## config.mk

```make
export PLATFORM = sky130hd
export DESIGN_NAME = ceq_top
export DESIGN_NICKNAME = d
export VERILOG_FILES = /design/src/verilog/ceq_pkg.sv /design/src/verilog/ceq_entry_fmt.sv /design/src/verilog/ceq_frame_counter.sv /design/src/verilog/ceq_top.sv
export SDC_FILE = /design/constraint.sdc
export NUM_CORES = 1
export LEC_CHECK = 0
export BUFFER_PORTS_ARGS = -buffer_cell sky130_fd_sc_hd__buf_2
export CAP_MARGIN = 10
export CORE_UTILIZATION = 40
export DETAILED_ROUTE_END_ITERATION = 10
export MAX_ROUTING_LAYER = met4
export PLACE_DENSITY = 0.58
export SLEW_MARGIN = 20
export SYNTH_ARGS = -nofsm -noshare
export SYNTH_HDL_FRONTEND = slang
export SYNTH_SLANG_ARGS = --single-unit
```

## constraint.sdc

```tcl
create_clock -name clk_i -period 3.5 [get_ports clk_i]
set_clock_uncertainty 0.2 [all_clocks]
set_input_delay 0.7 -clock clk_i [delete_from_list [all_inputs] [get_ports clk_i]]
set_output_delay 0.7 -clock clk_i [all_outputs]
set_load 0.01 [all_outputs]
```

## src/verilog/ceq_pkg.sv

```systemverilog
// package: register map, field layout and entry types for the error queue
package ceq_pkg;

	// ****************************************
	// register offsets (byte addresses)
	// ****************************************
	localparam logic [7:0] CONTROL_OFFSET = 8'h00;
	localparam logic [7:0] STATUS_OFFSET  = 8'h04;
	localparam logic [7:0] HEAD_OFFSET    = 8'h08;
	localparam logic [7:0] IRQ_STAT_OFFSET = 8'h0c;
	localparam logic [7:0] IRQ_MASK_OFFSET = 8'h10;

	// ****************************************
	// field positions
	// ****************************************
	localparam int POP_BIT_POS      = 0;
	localparam int FLUSH_BIT_POS    = 1;
	localparam int OVF_CLR_BIT_POS  = 8;
	localparam int OVF_FLAG_POS     = 8;
	localparam int COUNT_LSB        = 0;
	localparam int COUNT_W          = 5;
	localparam int IRQ_PUSH_POS     = 0;
	localparam int IRQ_OVF_POS      = 1;
	localparam int IRQ_W            = 2;

	// ****************************************
	// reset values
	// ****************************************
	localparam logic [31:0] REG_RESET = 32'h0000_0000;
	localparam logic [1:0]  IRQ_RESET = 2'h0;

	// ****************************************
	// entry layout
	// ****************************************
	localparam int QUEUE_DEPTH = 16;

	typedef enum logic [1:0] {
		CEQ_CAT0 = 2'b00,
		CEQ_CAT1 = 2'b01,
		CEQ_CAT2 = 2'b10,
		CEQ_CAT3 = 2'b11
	} ceq_cat_e;

	typedef struct packed {
		logic [7:0]  entry_error_code;
		logic [23:0] info;
	} ceq_entry_s;

	typedef struct packed {
		logic        valid;
		ceq_cat_e    cat;
		logic [7:0]  category_error_code;
		logic [7:0]  active_config_id;
		logic [7:0]  buffer_config_id;
	} ceq_event_s;

	typedef struct packed {
		logic [7:0]  addr;
		logic [31:0] wdata;
		logic        wr;
		logic        rd;
	} ceq_bus_s;

endpackage

```

## src/verilog/ceq_entry_fmt.sv

```systemverilog
// entry formatter: builds a queue entry from an error event
`timescale 1ns/1ps
module ceq_entry_fmt (
	input  wire ceq_pkg::ceq_event_s ev_i,
	input  wire logic [23:0]         frame_cnt_i,
	output ceq_pkg::ceq_entry_s      entry_o
);

	always_comb begin
		entry_o.entry_error_code = ev_i.category_error_code;
		entry_o.info             = 24'h00_0000;
		case (ev_i.cat)
			// frame counter
			ceq_pkg::CEQ_CAT1: begin
				entry_o.info = frame_cnt_i;
			end
			// config ids
			ceq_pkg::CEQ_CAT2: begin
				entry_o.info = {8'h00, ev_i.active_config_id, ev_i.buffer_config_id};
			end
			// cat0 and cat3 zero info
			default: begin
				entry_o.info = 24'h00_0000;
			end
		endcase
	end

endmodule

```

## src/verilog/ceq_frame_counter.sv

```systemverilog
// free-running frame counter
`timescale 1ns/1ps
module ceq_frame_counter #(
	parameter int WIDTH = 24
) (
	input  wire logic             clk_i,
	input  wire logic             sys_rst_i,
	input  wire logic             frame_tick_i,
	output logic      [WIDTH-1:0] count_o
);

	logic [WIDTH-1:0] count_reg;
	logic [WIDTH-1:0] count_next;

	always_comb begin
		count_next = count_reg;
		if (frame_tick_i) begin
			count_next = count_reg + 1'b1;
		end
	end

	always_ff @(posedge clk_i) begin
		if (sys_rst_i) begin
			count_reg <= '0;
		end else begin
			count_reg <= count_next;
		end
	end

	assign count_o = count_reg;

endmodule

```

## src/verilog/ceq_top.sv

```systemverilog
// channel error queue: fifo of error entries with register access
// Notes on behaviour
// writing one to bit 8 clears overflow
// writing one to bit 1 flushes queue
// writing one to bit 0 pops head
// action bits always read as zero
// dropped entry sets overflow status bit 8
// overflow stays set until explicit clear
// reads and pops never clear overflow
// status bits 4..0 give unread count
// head register shows oldest code and info
// category 1 info holds frame counter
// category 2 info holds both config ids
// fifo order, count follows pop and clear
`timescale 1ns/1ps
module ceq_top #(
	parameter int DEPTH = ceq_pkg::QUEUE_DEPTH
) (
	input  wire  logic                clk_i,
	input  wire  logic                sys_rst_i,
	input  wire  logic [7:0]          addr_i,
	input  wire  logic [31:0]         wdata_i,
	input  wire  logic                wr_i,
	input  wire  logic                rd_i,
	output logic       [31:0]         rdata_o,
	input  wire  ceq_pkg::ceq_event_s err_event_i,
	input  wire  logic                frame_tick_i,
	output logic                      irq_o
);

	// ****************************************
	// state
	// ****************************************
	localparam int PW      = $clog2(DEPTH);
	localparam int COUNT_W = ceq_pkg::COUNT_W;

	typedef struct packed {
		ceq_pkg::ceq_entry_s [DEPTH-1:0] mem;
		logic [PW-1:0]                   head;
		logic [PW-1:0]                   tail;
		logic [ceq_pkg::COUNT_W-1:0]     count;
		logic                            ovf;
		logic [ceq_pkg::IRQ_W-1:0]       irq_stat;
		logic [ceq_pkg::IRQ_W-1:0]       irq_mask;
		logic [31:0]                     rdata;
	} ceq_state_s;

	ceq_state_s          st_reg;
	ceq_state_s          st_next;
	ceq_pkg::ceq_bus_s   bus;
	ceq_pkg::ceq_entry_s new_entry;
	logic [23:0]         frame_cnt;

	assign bus.addr  = addr_i;
	assign bus.wdata = wdata_i;
	assign bus.wr    = wr_i;
	assign bus.rd    = rd_i;

	// ****************************************
	// helpers
	// ****************************************
	ceq_frame_counter #(
		.WIDTH(24)
	) u_frame_cnt (
		.clk_i        (clk_i),
		.sys_rst_i    (sys_rst_i),
		.frame_tick_i (frame_tick_i),
		.count_o      (frame_cnt)
	);

	ceq_entry_fmt u_fmt (
		.ev_i        (err_event_i),
		.frame_cnt_i (frame_cnt),
		.entry_o     (new_entry)
	);

	// ****************************************
	// next state
	// ****************************************
	logic ctl_wr;
	logic do_pop;
	logic do_flush;
	logic do_ovf_clr;
	logic full;
	logic do_push;
	logic drop;

	always_comb begin
		ctl_wr     = bus.wr && (bus.addr == ceq_pkg::CONTROL_OFFSET);
		do_pop     = ctl_wr && bus.wdata[ceq_pkg::POP_BIT_POS]
		             && (st_reg.count != '0);
		do_flush   = ctl_wr && bus.wdata[ceq_pkg::FLUSH_BIT_POS];
		do_ovf_clr = ctl_wr && bus.wdata[ceq_pkg::OVF_CLR_BIT_POS];
		// full frees on a pop or a flush in the same cycle
		full       = (st_reg.count == COUNT_W'(DEPTH)) && !do_pop && !do_flush;
		do_push    = err_event_i.valid && !full;
		drop       = err_event_i.valid && full;

		st_next = st_reg;
		// flush discards all entries
		if (do_flush) begin
			st_next.head  = '0;
			st_next.tail  = '0;
			st_next.count = '0;
			if (do_push) begin
				st_next.mem[0] = new_entry;
				st_next.tail   = PW'(1);
				st_next.count  = COUNT_W'(1);
			end
		end else begin
			// push at tail, pop at head
			if (do_push) begin
				st_next.mem[st_reg.tail] = new_entry;
				st_next.tail = (st_reg.tail == PW'(DEPTH - 1)) ? '0 : st_reg.tail + 1'b1;
			end
			// pop removes oldest
			if (do_pop) begin
				st_next.head = (st_reg.head == PW'(DEPTH - 1)) ? '0 : st_reg.head + 1'b1;
			end
			case ({do_push, do_pop})
				2'b10: begin
					st_next.count = st_reg.count + 1'b1;
				end
				2'b01: begin
					st_next.count = st_reg.count - 1'b1;
				end
				default: begin
					st_next.count = st_reg.count;
				end
			endcase
		end

		// explicit overflow clear
		if (do_ovf_clr) begin
			st_next.ovf = 1'b0;
		end
		// lost entry sets overflow, wins over clear
		// sticky until clear, R07: pops leave it
		if (drop) begin
			st_next.ovf = 1'b1;
		end

		// interrupt status, set wins over write-one-clear
		if (bus.wr && (bus.addr == ceq_pkg::IRQ_STAT_OFFSET)) begin
			st_next.irq_stat = st_reg.irq_stat & ~bus.wdata[ceq_pkg::IRQ_W-1:0];
		end
		if (do_push) begin
			st_next.irq_stat[ceq_pkg::IRQ_PUSH_POS] = 1'b1;
		end
		if (drop) begin
			st_next.irq_stat[ceq_pkg::IRQ_OVF_POS] = 1'b1;
		end
		if (bus.wr && (bus.addr == ceq_pkg::IRQ_MASK_OFFSET)) begin
			st_next.irq_mask = bus.wdata[ceq_pkg::IRQ_W-1:0];
		end

		// read data valid the cycle after the strobe only
		st_next.rdata = ceq_pkg::REG_RESET;
		if (bus.rd) begin
			if (bus.addr == ceq_pkg::CONTROL_OFFSET) begin
				// action bits read zero
				st_next.rdata = ceq_pkg::REG_RESET;
			end else if (bus.addr == ceq_pkg::STATUS_OFFSET) begin
				// count and overflow
				st_next.rdata[ceq_pkg::COUNT_LSB +: ceq_pkg::COUNT_W] = st_reg.count;
				st_next.rdata[ceq_pkg::OVF_FLAG_POS] = st_reg.ovf;
			end else if (bus.addr == ceq_pkg::HEAD_OFFSET) begin
				// oldest entry, zero when empty
				if (st_reg.count != '0) begin
					st_next.rdata = st_reg.mem[st_reg.head];
				end
			end else if (bus.addr == ceq_pkg::IRQ_STAT_OFFSET) begin
				st_next.rdata[ceq_pkg::IRQ_W-1:0] = st_reg.irq_stat;
			end else if (bus.addr == ceq_pkg::IRQ_MASK_OFFSET) begin
				st_next.rdata[ceq_pkg::IRQ_W-1:0] = st_reg.irq_mask;
			end else begin
				st_next.rdata = ceq_pkg::REG_RESET;
			end
		end
	end

	// ****************************************
	// registers
	// ****************************************
	always_ff @(posedge clk_i) begin
		if (sys_rst_i) begin
			st_reg          <= '0;
			st_reg.irq_stat <= ceq_pkg::IRQ_RESET;
			st_reg.irq_mask <= ceq_pkg::IRQ_RESET;
			st_reg.rdata    <= ceq_pkg::REG_RESET;
		end else begin
			st_reg <= st_next;
		end
	end

	assign rdata_o = st_reg.rdata;
	assign irq_o   = |(st_reg.irq_stat & st_reg.irq_mask);

endmodule

```

**Word-level counts from Yosys, hierarchy flattened**

Cells that the tools add are included.

- Register bits: 586
- Input bits: 72

- Add/sub/neg operators: 5
- Magnitude comparators: 3
- Eq/ne operators: 11
- Mux-type cells: 26
- Bitwise gates (word level): 7
- Reductions and logical operators: 27

Operators with widths:

| operator | count |
|---|---|
| $bwmux 512 | 1 |
| $bmux 32 s4 | 1 |
| $demux 32 s4 | 1 |
| $mux 32 | 4 |
| $pmux 24 s2 | 1 |
| $mux 45 | 1 |
| $add 24x1->24 const B | 1 |
| $mux 9 | 2 |
| $eq 8x4->1 const B | 2 |
| $mux 4 | 4 |
| $logic_and 1x1->1 | 12 |
| $lt 4x5->1 const B | 2 |
| $pmux 5 s2 | 1 |
| $add 4x1->4 const B | 2 |
| $eq 4x4->1 const B | 2 |
| $eq 8x3->1 const B | 1 |
| $eq 8x5->1 const B | 1 |
| $logic_not 8->1 | 1 |
| $reduce_bool 2->1 | 4 |
| $mux 2 | 3 |
| $mux 6 | 1 |
| $reduce_or 6->1 | 1 |
| $add 5x1->5 const B | 1 |
| $eq 5x5->1 const B | 1 |
| 15 further kinds | 28 |

**Depth between registers and ports, before layout**

- Depth in word-level cells: 12
- Depth in mapped cells: 10
- Mapped depth without buffers: 9

**Hierarchy**

A second synthesis with hierarchy kept.

- Cells, all modules: 2,688
- Area, all modules: 25,344.3 um^2

By module, submodules not included:

| module | instances | cells each | area an instance (um^2) | sequential area each (um^2) |
|---|---|---|---|---|
| ceq_top | 1 | 2,504 | 23,801.6 | 11,250.8 |
| ceq_frame_counter | 1 | 125 | 1,092.3 | 480.5 |
| ceq_entry_fmt | 1 | 59 | 450.4 | 0.0 |

**Worst setup path after synthesis**

Ideal clock, no wire load.

- Kind: input-to-reg
- Start: input addr_i[5]
- End: register st_reg[41] (netlist bit)
- Setup time: 124 ps
- Data arrival time: 2,661 ps
- Required time: 3,176 ps
- Slack: 515 ps
- Stages: 9
- Cells stage by stage: nor4_4 nand3_1 nor3_2 xor2_1 ha_1 or3_1 a21oi_1 a22oi_1 mux2i_1

- Cells in the longest elaborated chain, start to end: 12
- Elaborated cells on any way between the ends: 16
- Those cells by class: eq/ne (2); mux (2); reduce/logical (12)

Ends and longest elaborated chain:

| what | line | text |
|---|---|---|
| start: declaration | ceq_top.sv:21 | `input wire logic [7:0] addr_i,` |
| $logic_not 8->1 (*) | ceq_top.sv:89 | `ctl_wr = bus.wr && (bus.addr == ceq_pkg::CONTROL_OFFSET);` |
| $logic_and 1x1->1 (*) | ceq_top.sv:89 |  |
| $logic_and 1x1->1 | ceq_top.sv:90 | `do_pop = ctl_wr && bus.wdata[ceq_pkg::POP_BIT_POS]` |
| $logic_and 1x1->1 | ceq_top.sv:91 | `&& (st_reg.count != '0);` |
| $logic_not 1->1 | ceq_top.sv:95 | `full = (st_reg.count == COUNT_W'(DEPTH)) && !do_pop && !do_flush;` |
| $logic_and 1x1->1 (2 in series) | ceq_top.sv:95 |  |
| $logic_not 1->1 | ceq_top.sv:96 | `do_push = err_event_i.valid && !full;` |
| $logic_and 1x1->1 | ceq_top.sv:96 |  |
| $eq 2x1->1 / $eq 2x2->1 (equally long branches) | ceq_top.sv:120 | `case ({do_push, do_pop})` |
| $pmux 5 s2 | ceq_top.sv:120 |  |
| $mux 45 | ceq_top.sv:101 | `if (do_flush) begin` |
| end signal: assignment | ceq_top.sv:192 | `st_reg <= st_next;` |
| end: declaration | ceq_top.sv:48 | `ceq_state_s st_reg;` |

Mark *: on every way between the ends. The rest lies on a longest branch, timed or not.
A chain may end at the register's enable or synchronous reset.

**Worst setup path in the final report**

- Start: register st_reg[38] (netlist bit)
- End: register st_reg[94] (netlist bit)

- Cells in the longest elaborated chain, start to end: 8
- Elaborated cells on any way between the ends: 9
- Those cells by class: eq/ne (1); reduce/logical (8)

Ends and longest elaborated chain:

| what | line |
|---|---|
| $reduce_bool 5->1 | ceq_top.sv:91 |
| $logic_and 1x1->1 | ceq_top.sv:91 |
| $logic_not 1->1 | ceq_top.sv:95 |
| $logic_and 1x1->1 (*) (2 in series) | ceq_top.sv:95 |
| $logic_not 1->1 (*) | ceq_top.sv:96 |
| $logic_and 1x1->1 (*) | ceq_top.sv:96 |
| $reduce_and 2->1 (no line) (*) | n/a |

Marks and branches as above.

==> metrics.log <==
INFO  metric outcome = finished clean
INFO  metric nets = 2869
INFO  metric worst_reg_to_reg_path_cell_count = 7
INFO  metric post_synth_main_area_contributors = sky130_fd_sc_hd__dfxtp_1 44%, sky130_fd_sc_hd__mux4_2 13%, sky130_fd_sc_hd__a21oi_1 7.8%
INFO  metric cts_resized = 0
INFO  metric first_iter_violations = around 2500
INFO  metric synth_edf_count = 0
INFO  metric clock_tree_from_tritoncts = built
INFO  metric flow.area_growth_from_synthesis = 12.72%
INFO  metric yosys.cell_types.count = between 60 and 70
INFO  metric cap_viol_max_count = 0
INFO  metric global_route.usage.total = 25.86%
INFO  metric antenna_found_initial = 1
INFO  metric row_count = between 90 and 100
INFO  metric drt-vias-per-instance = 6.021
INFO  metric timing.max_slew.rel_slack = approximately a fifth
INFO  metric routedWlPerCell = roughly 23 microns
INFO  metric post-route-drc-count = 0
INFO  metric cts.root.buffer_cell = sky130_fd_sc_hd__clkbuf_16
INFO  metric dieHeight = 259.9 microns
INFO  metric worst_skew_pair.late_latency = about 0.6 ns
INFO  metric tns = 0 ns
INFO  metric tritoncts_num_sinks = between 500 and 600
INFO  metric report.final.slew_viol_count = 0
INFO  metric hp-class = in -> reg
INFO  metric via_count = around 22000
INFO  metric post-synth-top-area-cell = sky130_fd_sc_hd__dfxtp_1
INFO  metric grt-ovfl-total = 0
INFO  metric placeableCoreArea = between 0.06 and 0.07 sq mm
INFO  metric timing.reg2reg.setup_slack = between 0.2 and 0.3 ns
INFO  metric largest_register_ffs = 530
INFO  metric netlist_area = roughly 0.027 sq mm
INFO  metric worst_ep_arrival_time = about 3.5 ns
INFO  metric finalInstanceArea = about 0.030 sq mm
INFO  metric final-instance-count-excl-fill = approximately 3700
INFO  metric cts_hold_buffers = 0
INFO  metric grt_start_max_net_pins = roughly 230
INFO  metric vias_in_the_first_global_route = 21710
INFO  metric post_route_cells_drive_above_1_share = between 15 and 20%
INFO  metric dp_cells = between 3000 and 4000
INFO  metric effective_utilization_at_floorplan = between 40% and 50%
INFO  metric cp-endpoint = st_reg[94]$_SDFFE_PP0P_
INFO  metric vdd.ir_drop.worst = 0.0002886 V
INFO  metric clk_path_buf_depth = 3
INFO  metric fp.dieW = ~260 microns
INFO  metric synth_top_area_share = 44.10%
INFO  metric port_buffers = 75
INFO  metric async_flop_share = 0%
INFO  metric power_frac_comb = under 10%
INFO  metric worst_setup_path_end_kind = flip-flop
INFO  metric setup_viol_count_final = 0
INFO  metric r2r_end = st_reg[94]$_SDFFE_PP0P_
INFO  metric fmax = just over 300 MHz
INFO  metric cts_buffers = 66
INFO  metric worst_pin_slew = 1.205 ns
INFO  metric syn-num-nets = a little under 3000
INFO  metric crit_chain = or4_4, o21a_1, a21oi_4, buf_12, buf_12, o21ai_0, a21oi_1
INFO  metric cts_post_setup_buffers_inserted = 0
INFO  metric min_period = ~3.2 ns
INFO  metric cp-startpoint = st_reg[38]$_SDFFE_PP0P_
INFO  metric crit_top_cell = sky130_fd_sc_hd__buf_12
INFO  metric cts.clk_slew.worst_paths = around 0.050 ns
INFO  metric power_switching = roughly 3.2 mW
INFO  metric yosysWarnings = 0
INFO  metric floorplan.io_pins = between 100 and 150
INFO  metric ant_nets = 0
INFO  metric postSynth.topFlopCell = sky130_fd_sc_hd__dfxtp_1
INFO  metric cp_slowest_stage_delay = approximately 0.76 ns
INFO  metric grt_pass1_wl = approximately 130 mm
INFO  metric critical_path_class = reg -> reg
INFO  metric gp_congestion = between 0.8 and 0.9
INFO  metric min_period_over_period = 92.24%
INFO  metric unrepaired_setup_endpoints_after_global_routing = no
INFO  metric power_switching_share = about 23%
INFO  metric cellLeakagePower = around 9.5 nW
INFO  metric htree_num_levels = 3
INFO  metric p_per_area = 472.3 mW/mm^2
INFO  metric worst_path_max_delay_cell = sky130_fd_sc_hd__a21oi_4
INFO  metric launching_point_of_the_worst_reg2reg_path = st_reg[38]$_SDFFE_PP0P_
INFO  metric post-dp-hpwl = just over 50 mm
INFO  metric die_footprint = around 0.068 sq mm
INFO  metric worst-path-max-fanout = 63
INFO  metric finalHoldViolations = 0
INFO  metric totalWireLength = approximately 85 mm
INFO  metric power.share.sequential = between 40% and 50%
INFO  metric placed_cell_area = between 0.02 and 0.03 sq mm
INFO  metric postSynthAreaPerCell = between 9 and 10 sq um
INFO  metric startpoint_type = flip-flop
INFO  metric ys_ff_latch = slightly below 600
INFO  metric share_of_the_yosys_chip_area_belonging_to_registers = about 44%
INFO  metric pwr-share-clk = about half
INFO  metric drt_pre_antenna_iters = 5
INFO  metric p_int = 10.95 mW
INFO  metric synth_cells = approximately 2900
INFO  metric critical_path_required = ~3.8 ns
-- layout make-up --
type / count / area [sq um]
fillers: 6089 / 35760
multi-input cells: 1936 / 13390
flip-flops and latches: 586 / 11740
clock buffers: 98 / 1954
repair buffers: 185 / 1574
well taps: 864 / 1081
clock inverters: 19 / 198.9
inverters: 12 / 45.04
diodes: 2 / 5.005
-- power by group through the flow --
stage	combinational [mW]	clock, mW	sequential, mW
finish	0.523	6.93	6.71
detailed placement	0.513	0	6.86
global placement	0.505	0	6.86
CTS	0.515	7.05	6.71
floorplan	0.319	0	6.86
global route	0.553	7.34	6.71
-- worst min path at each step --
stage	startpoint	end	slack (ns)	depth (start not counted)
floorplan	st_reg[73]$_SDFFE_PP0P_	st_reg[73]$_SDFFE_PP0P_	0.23	2
global placement	st_reg[77]$_SDFFE_PP0P_	st_reg[77]$_SDFFE_PP0P_	0.24	2
detailed placement	st_reg[146]$_SDFFE_PP0P_	st_reg[146]$_SDFFE_PP0P_	0.24	2
CTS	wdata_i[8]	st_reg[36]$_SDFFE_PP0P_	0.17	4
global route	wdata_i[8]	st_reg[36]$_SDFFE_PP0P_	0.20	4
finish	wdata_i[8]	st_reg[36]$_SDFFE_PP0P_	0.20	4
-- placed cells by master, fill, tap and decap left out, types with 32 or more instances in the layout --
cell / Yosys / layout
sky130_fd_sc_hd__a21oi_1: 415 / 415
sky130_fd_sc_hd__buf_2: 56 / 74
sky130_fd_sc_hd__buf_4: 35 / 81
sky130_fd_sc_hd__clkbuf_16: 0 / 68
sky130_fd_sc_hd__dfxtp_1: 586 / 582
sky130_fd_sc_hd__mux2i_1: 96 / 96
sky130_fd_sc_hd__mux4_2: 157 / 157
sky130_fd_sc_hd__nand2_1: 288 / 288
sky130_fd_sc_hd__nand2b_1: 90 / 90
sky130_fd_sc_hd__nand3_1: 294 / 294
sky130_fd_sc_hd__nand3b_1: 32 / 32
sky130_fd_sc_hd__nor2_1: 51 / 51
sky130_fd_sc_hd__nor2b_1: 32 / 32
sky130_fd_sc_hd__o21ai_0: 307 / 307
-- synthesized netlist by cell type (all sizes together), types with 2 or more instances --
master,count
a21oi,416
a221oi,2
a22o,6
a22oi,19
a31o,2
a31oi,3
a32oi,2
and2,6
and3,14
and4,2
buf,127
clkbuf,218
dfxtp,586
ha,10
inv,12
mux2i,96
mux4,157
nand2,288
nand2b,90
nand3,294
nand3b,32
nand4,6
nor2,62
nor2b,32
nor3,10
nor4,10
o2111a,5
o2111ai,5
o21ai,308
o22ai,2
o31a,4
o31ai,5
or2,2
or3,8
or4,6
xnor2,13
xor2,8
-- per-stage QoR --
stage	hold WS, ns	utilization, %	power [mW]	setup WS (ns)
after floorplan	0.2290	-	7.174	0.5151
after global placement	0.2388	42.33	7.364	0.3455
after detailed placement	0.2435	42.33	7.374	0.2936
after CTS	0.1666	45.60	14.28	0.2958
after global routing	0.1991	45.61	14.61	0.1332
final	0.1952	45.61	14.16	0.2715
-- logic make-up (layout without fill, tap and decap cells) --
| kind of cell | Yosys count | count (layout) | synth area share [%] |
|---|---|---|---|
| AO/OA/AOI/OAI | 786 | 786 | 15.61 |
| multiplexers | 253 | 253 | 16.90 |
| AND/OR/NAND/NOR | 866 | 866 | 16.27 |
| flip-flops | 586 | 586 | 44.10 |
| adder cells (fa/ha/maj) | 10 | 10 | 0.4703 |
| XOR/XNOR | 21 | 21 | 0.6914 |
| other | 0 | 2 | 0 |
| buffers and inverters | 357 | 314 | 5.954 |
-- critical path: cells and delay by family, from the launching register on --
kind,cells,cell delay (ns)
flip-flops,1,0.39
buffers and inverters,2,0.55
AND/OR/NAND/NOR,1,0.56
AO/OA/AOI/OAI,4,1.40
-- per-layer routing --
| metal | vias to the layer above | track usage [%] | share of wire, % | routed length (microns) |
|---|---|---|---|---|
| li1 | 10080 | - | - | - |
| met1 | 11010 | 33.05 | 41 | 34470 |
| met2 | 1013 | 41.48 | 48 | 40810 |
| met3 | 181 | 3.801 | 8.4 | 7168 |
| met4 | 0 | 9.265 | 3.1 | 2642 |
| met5 | - | - | 0 | 0 |
Note: power is estimated with default switching activity, not from simulation.
